`src/include/dmsd_regs.vh`:
```
// Purpose: Constants for the dual-mode switch debouncer.
// Assumes: 125 MHz system clock, millisecond sampling tick.
// Notes: Definitions only.
`ifndef DMSD_REGS_VH
`define DMSD_REGS_VH

// ==========================================================
// Timing
`define DMSD_CLK_HZ 125000000
`define DMSD_TICK_NS 1000000
`define DMSD_CLK_NS 8
`define DMSD_TICK_CYC (`DMSD_TICK_NS / `DMSD_CLK_NS)
`define DMSD_STABLE_MS 10
`define DMSD_HOLD_MS 1000
`define DMSD_FILT_LEN 20

// ==========================================================
// Modes and states
`define DMSD_MODE_FILT 1'b0
`define DMSD_MODE_BRUTE 1'b1
`define DMSD_BS_IDLE 1'b0
`define DMSD_BS_WAIT 1'b1

`endif

```
`src/rtl/dmsd_sync.v`:
```
// Purpose: Three-flop input synchroniser with agreement check.
// Assumes: Input is asynchronous to clk_sys_i.
// Notes: First flop feeds only the second flop.
`timescale 1ns/100ps
module dmsd_sync (
   // Clock and reset
   input wire clk_sys_i,
   input wire sys_rst_i,
   // Raw and clean level
   input wire async_i,
   output reg level_o
);
   reg s1_ff;
   reg s2_ff;
   reg s3_ff;

   // ==========================================================
   // Synchroniser chain; change counts once stages two and three agree
   always @(posedge clk_sys_i) begin
      if (sys_rst_i) begin
         s1_ff <= 1'b0;
         s2_ff <= 1'b0;
         s3_ff <= 1'b0;
         level_o <= 1'b0;
      end else begin
         s1_ff <= async_i;
         s2_ff <= s1_ff;
         s3_ff <= s2_ff;
         if (s2_ff == s3_ff) begin
            level_o <= s3_ff;
         end
      end
   end
endmodule // dmsd_sync

```
`src/rtl/dmsd_tick.v`:
```
// Purpose: Divider producing a one-cycle millisecond tick.
// Assumes: TICK_CYC system clocks per tick.
// Notes: Shorten TICK_CYC in simulation.
`timescale 1ns/100ps
module dmsd_tick #(
   parameter TICK_CYC = 125000
) (
   // Clock and reset
   input wire clk_sys_i,
   input wire sys_rst_i,
   // Tick out
   output reg tick_o
);
   reg [16:0] cnt_ff;

   // ==========================================================
   // Free-running divider
   always @(posedge clk_sys_i) begin
      if (sys_rst_i) begin
         cnt_ff <= 17'h00000;
         tick_o <= 1'b0;
      end else if (cnt_ff == TICK_CYC[16:0] - 17'h00001) begin
         cnt_ff <= 17'h00000;
         tick_o <= 1'b1;
      end else begin
         cnt_ff <= cnt_ff + 17'h00001;
         tick_o <= 1'b0;
      end
   end
endmodule // dmsd_tick

```
`src/rtl/dmsd_top.v`:
```
// Purpose: Dual-mode push-button debouncer driving two indicator LEDs.
// Assumes: Button active high (pressed = 1), single 125 MHz clock.
// Notes: Filter mode after reset; 1 s hold swaps methods.
// Operation
// - A brute-force release counts as settled only after being unchanged over 10 ms.
// - Brute-force fires once on leaving release, then waits for release.
// - After a brute press, a stable 10 ms release re-arms detection.
// - Any non-released sample in the wait restarts the 10 ms timer.
// - The filter counter counts up when closed and down when open.
// - The filter counter saturates at both limits.
// - A filtered action fires only on the first saturating sample.
// - A state is not re-reported until the opposite limit is reached.
// - The filter length is a parameter.
// - Each brute-force press toggles the first LED.
// - In filter mode LED2 shows pressed and LED1 shows released.
// - The block leaves reset in filter mode.
// - A hold over 1 s in filter mode selects brute-force, LED1 on.
// - A hold over 1 s in brute-force mode selects filter, LED2 on.
`timescale 1ns/100ps
`include "dmsd_regs.vh"
module dmsd_top #(
   parameter TICK_CYC = `DMSD_TICK_CYC,
   parameter STABLE_MS = `DMSD_STABLE_MS,
   parameter HOLD_MS = `DMSD_HOLD_MS,
   parameter FILT_LEN = `DMSD_FILT_LEN
) (
   // Clock and reset
   input wire clk_sys_i,
   input wire sys_rst_i,
   // Button
   input wire push_button_input_i,
   // Indicators
   output reg first_indicator_led_o,
   output reg second_indicator_led_o,
   output reg brute_mode_o,
   output reg press_evt_o
);
   wire btn;
   wire tick;
   reg mode_ff;
   reg nxt_mode;
   reg bstate_ff;
   reg nxt_bstate;
   reg [10:0] stab_ff;
   reg [10:0] nxt_stab;
   reg [10:0] hold_ff;
   reg [10:0] nxt_hold;
   reg hold_done_ff;
   reg nxt_hold_done;
   reg [7:0] filt_ff;
   reg [7:0] nxt_filt;
   reg fstate_ff;
   reg nxt_fstate;
   reg led1;
   reg led2;
   reg pevt;

   // ==========================================================
   // Input synchroniser and millisecond tick
   dmsd_sync u_sync (
      .clk_sys_i(clk_sys_i),
      .sys_rst_i(sys_rst_i),
      .async_i(push_button_input_i),
      .level_o(btn)
   );

   dmsd_tick #(.TICK_CYC(TICK_CYC)) u_tick (
      .clk_sys_i(clk_sys_i),
      .sys_rst_i(sys_rst_i),
      .tick_o(tick)
   );

   // ==========================================================
   // Next-state logic, evaluated only on a tick
   always @* begin
      nxt_mode = mode_ff;
      nxt_bstate = bstate_ff;
      nxt_stab = stab_ff;
      nxt_hold = hold_ff;
      nxt_hold_done = hold_done_ff;
      nxt_filt = filt_ff;
      nxt_fstate = fstate_ff;
      led1 = first_indicator_led_o;
      led2 = second_indicator_led_o;
      pevt = 1'b0;
      if (tick) begin
         // Hold timer; one swap per hold, re-armed by release
         if (!btn) begin
            nxt_hold = 11'h000;
            nxt_hold_done = 1'b0;
         end else if (!hold_done_ff) begin
            if (hold_ff >= HOLD_MS[10:0]) begin
               nxt_hold_done = 1'b1;
               nxt_hold = 11'h000;
               if (mode_ff == `DMSD_MODE_FILT) begin
                  nxt_mode = `DMSD_MODE_BRUTE;
                  led1 = 1'b1;
                  led2 = 1'b0;
                  nxt_bstate = `DMSD_BS_WAIT;
                  nxt_stab = 11'h000;
               end else begin
                  nxt_mode = `DMSD_MODE_FILT;
                  led1 = 1'b0;
                  led2 = 1'b1;
                  nxt_filt = FILT_LEN[7:0];
                  nxt_fstate = 1'b1;
               end
            end else begin
               nxt_hold = hold_ff + 11'h001;
            end
         end
         if (nxt_mode == mode_ff) begin
            if (mode_ff == `DMSD_MODE_BRUTE) begin
               case (bstate_ff)
                  `DMSD_BS_IDLE: begin
                     if (btn) begin
                        led1 = ~first_indicator_led_o;
                        pevt = 1'b1;
                        nxt_bstate = `DMSD_BS_WAIT;
                        nxt_stab = 11'h000;
                     end
                  end
                  `DMSD_BS_WAIT: begin
                     if (btn) begin
                        nxt_stab = 11'h000;
                     end else if (stab_ff >= STABLE_MS[10:0]) begin
                        nxt_bstate = `DMSD_BS_IDLE;
                     end else begin
                        nxt_stab = stab_ff + 11'h001;
                     end
                  end
                  default: nxt_bstate = `DMSD_BS_IDLE;
               endcase
            end else begin
               // Saturating up/down filter
               if (btn && filt_ff != FILT_LEN[7:0]) begin
                  nxt_filt = filt_ff + 8'h01;
               end else if (!btn && filt_ff != 8'h00) begin
                  nxt_filt = filt_ff - 8'h01;
               end
               if (nxt_filt == FILT_LEN[7:0] && !fstate_ff) begin
                  nxt_fstate = 1'b1;
                  pevt = 1'b1;
               end else if (nxt_filt == 8'h00 && fstate_ff) begin
                  nxt_fstate = 1'b0;
                  pevt = 1'b1;
               end
               if (pevt) begin
                  led2 = nxt_fstate;
                  led1 = ~nxt_fstate;
               end
            end
         end
      end
   end

   // ==========================================================
   // State registers; reset starts in filter mode, released
   always @(posedge clk_sys_i) begin
      if (sys_rst_i) begin
         mode_ff <= `DMSD_MODE_FILT;
         bstate_ff <= `DMSD_BS_IDLE;
         stab_ff <= 11'h000;
         hold_ff <= 11'h000;
         hold_done_ff <= 1'b0;
         filt_ff <= 8'h00;
         fstate_ff <= 1'b0;
         first_indicator_led_o <= 1'b0;
         second_indicator_led_o <= 1'b0;
         brute_mode_o <= 1'b0;
         press_evt_o <= 1'b0;
      end else begin
         mode_ff <= nxt_mode;
         bstate_ff <= nxt_bstate;
         stab_ff <= nxt_stab;
         hold_ff <= nxt_hold;
         hold_done_ff <= nxt_hold_done;
         filt_ff <= nxt_filt;
         fstate_ff <= nxt_fstate;
         first_indicator_led_o <= led1;
         second_indicator_led_o <= led2;
         brute_mode_o <= nxt_mode;
         press_evt_o <= pevt;
      end
   end
endmodule // dmsd_top

```
`config.mk`:
```
export PLATFORM = sky130hd
export DESIGN_NAME = dmsd_top
export DESIGN_NICKNAME = d
export VERILOG_FILES = /design/src/rtl/dmsd_sync.v /design/src/rtl/dmsd_tick.v /design/src/rtl/dmsd_top.v
export VERILOG_INCLUDE_DIRS = /design/src /design/src/include
export SDC_FILE = /design/constraint.sdc
export NUM_CORES = 1
export LEC_CHECK = 0
export BUFFER_PORTS_ARGS = -buffer_cell sky130_fd_sc_hd__buf_2
export CAP_MARGIN = 5
export CELL_PAD_IN_SITES_DETAIL_PLACEMENT = 1
export CELL_PAD_IN_SITES_GLOBAL_PLACEMENT = 1
export CORE_ASPECT_RATIO = 0.75
export CORE_MARGIN = 4
export CORE_UTILIZATION = 43
export DETAILED_ROUTE_END_ITERATION = 16
export PLACE_DENSITY_LB_ADDON = 0.3
export SKIP_LAST_GASP = 1
export SYNTH_ARGS = -nofsm -noshare
export SYNTH_HDL_FRONTEND = slang
export SYNTH_SLANG_ARGS = --single-unit
```
`constraint.sdc`:
```
create_clock -name clk_sys_i -period 3.2 [get_ports clk_sys_i]
set_clock_uncertainty 0.05 [all_clocks]
set_input_delay 0.48 -clock clk_sys_i [delete_from_list [all_inputs] [get_ports clk_sys_i]]
set_output_delay 0.48 -clock clk_sys_i [all_outputs]
set_load 0.05 [all_outputs]
```
==> implementation parameters <==
Parameter                              Value

Pwr
  Leakage power figure    1.353 nW
  Worst IR Drop VDD    0.2139 mV
  Overall power after layout    1.484 mW
  Pwr per Cell Area    between 400 and 500 nW/um^2

Floorplan
  Die area    ~8900 um^2
  Placement row count    27
  Area inside the core boundary    7297 um^2
  Starting density of the core    between 40 and 50%
  Width of the chip    107.9 um
  Number of top-level design ports    7
  Die height    82.91 um

Clock tree
  CTS H-tree lvls    3
  Master cell of the clock root buffer    clkbuf_8
  CTS Buffer Depth    2
  Later-pin clock latency in the skew report    0.35 ns
  Clock sink count    59
  Reg clk slew, reported paths    0.07 ns
  Total of hold buffers inserted after clock tree synthesis    0
  Clock tree from TritonCTS    yes
  Number of buffers inserted during clock tree synthesis    9

Flow run
  Reported max-cap violation count    0

Setup path
  Reg-to-reg endpoint    fstate_ff
  Crit path launch type    flip-flop
  Largest stage delay on the critical path    0.69 ns
  Worst path top cell family by delay    simple AND/OR/NAND/NOR gates
  Logic depth of the worst register-to-register path    7
  Slowest CP cell    or4_1
  Largest fanout of any net on the critical path    8
  Data required time at the worst endpoint    3.42 ns
  WP buf/inv    0
  Critical path class    flip-flop to flip-flop
  Ordered list of cells on the worst path    or4_1 > o31a_2 > a211oi_1 > o22ai_2 > or3_4 > or3_1 > a221oi_2
  Endpoint class of the critical path    flip-flop
  Worst path arrival time    roughly 3.3 ns
  Setup slack of the worst register-to-register path    0.08 ns
  R2R Path Start    filt_ff[2]

Timing
  Share of the clock period used by the worst path after layout    about 98%
  TNS Setup    0 ns
  Worst slack on hold paths    0.3005 ns
  Period minus WS final    3.123 ns
  Achievable Freq    0.3202 GHz
  Count of endpoints failing hold in the final timing report    0
  Max-slew violation count    0
  Final setup viols    0
  Smallest setup slack after layout    between 0.07 and 0.08 ns
  Headroom to the max-slew limit    55.24%
  RSZ-0062 raised after global routing    no
  Measured slew at the worst slew-check pin    0.6652 ns

Synth
  Number of nets in the synthesized netlist    400
  Count of flip-flops with a built-in enable after synthesis    0
  Share of synthesized registers carrying an async set or reset    0%
  Cells after Synth    between 300 and 400
  Synth cell types    61
  Commonest register cell after synthesis    dfxtp_1
  Total of flip-flops plus latches after synthesis    59
  Post-synthesis cell area    3217 um^2
  Sequential element share of the synthesized area    a little under two fifths
  Warnings from Yosys    0
  Average footprint of a synthesized cell    8.269 um^2

GRT
  Global-route total usage across every layer    around 21%
  Maximum number of pins on one net before global-route repair    30
  M2 GR Usage    29.35%
  Global Route met3 Usage    6.138%
  Global-route layer with the greatest usage    met2
  Leftover overflow at the end of global routing    0
  Initial antenna violation count    0
  First-pass GRT wire length    between 10,000 and 15,000 um
  Met1 track demand over resource in global routing    29.16%
  Number of global-route vias before repair    approximately 2,900

Placement
  Pre-CTS setup slack    around 0.098 ns
  Routability congestion estimate from global placement    0.9072
  Placed Area    3357 um^2
  Port Buf Inserts    6
  Placed wire-length estimate after detailed placement    6004 um
  Number of placed instances, taps included    493

Drt
  Via density per instance    5.669
  Post-detailed-route DRC marker count    0
  Total detailed-routing wirelength    8637 um
  Violation count after the first detailed-route iteration    151
  Final ANT Viol Nets    0
  Detailed-routing iteration count for the pre-antenna-repair pass    4
  Routed via count    2,897
  WL per Instance    16.90 um

Layout
  Final std cell area, no fill    3602 um^2
  Highest-count cells in the layout ignoring fill and taps    nor2_1 (58), dfxtp_1 (58), nand2_1 (29)
  Post-layout utilization of the core    49.37%
  Count of non-filler cells in the finished layout    between 500 and 600
  Net total in the final layout    416
  Layout cell share with drive strength beyond 1    15.12%
  Area growth from synthesis to final layout    11.98%
  Number of diodes    0
  Number of fill cells    906

Hold path
  Worst hold path type    primary input to flip-flop
  Min-delay src    push_button_input_i
  Hold path endpoint    u_sync.s1_ff
  Worst Hold Depth    2

Run status
  Status    finished clean
synthesized netlist by cell type, drive strengths merged (4+ instances only):
cell | number | area, um^2
nor3 | 17 | 85.08
o21ai | 12 | 60.05
a211oi | 6 | 45.04
clkbuf | 13 | 90.08
nand3 | 16 | 80.08
buf | 9 | 73.82
a31oi | 4 | 25.02
and3 | 9 | 56.30
xor2 | 18 | 157.7
o31ai | 4 | 30.03
ha | 8 | 100.1
nand2 | 29 | 108.9
nor2 | 58 | 217.7
a21oi | 26 | 130.1
o211ai | 5 | 37.54
dfxtp | 59 | 1181
inv | 14 | 52.55
nor2b | 4 | 25.02
or3 | 8 | 56.31
xnor2 | 6 | 52.55
nor4 | 6 | 37.54
nand4 | 9 | 56.30
power by group:
group          switching [mW]  total, mW  internal (mW)
logic                  0.0240     0.0352         0.0112
clock network           0.305      0.706          0.401
registers             0.00363      0.743          0.739
total                   0.332       1.48           1.15
logic make-up after synthesis:
family / Yosys count / share of synthesized area, %
AO/OA/AOI/OAI: 87 / 19.91
buffers and inverters: 37 / 6.845
AND/OR/NAND/NOR: 172 / 26.25
flip-flops: 59 / 36.72
multiplexers: 2 / 0.6224
XOR/XNOR: 24 / 6.534
adder cells (fa/ha/maj): 8 / 3.112
flip-flops by register name (all words and copies together), names as in the netlist:
register / count
bstate_ff: 1
filt_ff: 8
first_indicator_led_o: 1
fstate_ff: 1
hold_done_ff: 1
hold_ff: 11
mode_ff: 1
press_evt_o: 1
second_indicator_led_o: 1
stab_ff: 11
u_sync.level_o: 1
u_sync.s1_ff: 1
u_sync.s2_ff: 1
u_sync.s3_ff: 1
u_tick.cnt_ff: 17
u_tick.tick_o: 1
metal layers:
layer  vias up  part of all wire, %
li1       1427                    -
met3        16                  3.9
met2        47                   44
met1      1407                   50
met4         0                  1.8
met5         -                    0
worst max path at each step:
stage / start / to / slack [ns] / depth (start not counted)
3_5_place_dp: filt_ff[1] / fstate_ff / 0.1 / 9
6_report: filt_ff[2] / fstate_ff / 0.08 / 7
4_1_cts: filt_ff[1] / fstate_ff / 0.06 / 9
5_1_grt: filt_ff[1] / fstate_ff / 0.006 / 10
2_1_floorplan: filt_ff[0] / fstate_ff / 0.08 / 11
3_3_place_gp: filt_ff[1] / fstate_ff / 0.19 / 9
area by class of cell:
type	count	area, um^2	share of cell area [%]
Multi-Input combinational cell	293	1843	51.16
Sequential cell	59	1185	32.89
Timing Repair Buffer	27	187.7	5.210
Clock buffer	12	155.1	4.307
Tap cell	101	126.4	3.508
Inverter	15	56.30	1.563
Clock inverter	4	48.80	1.355
what timing repair did:
item,4_1_cts,5_1_grt
buffers inserted,0,2
setup endpoints to repair,0,3
gates resized for setup,0,6
Power figures use the tool's default switching activity.
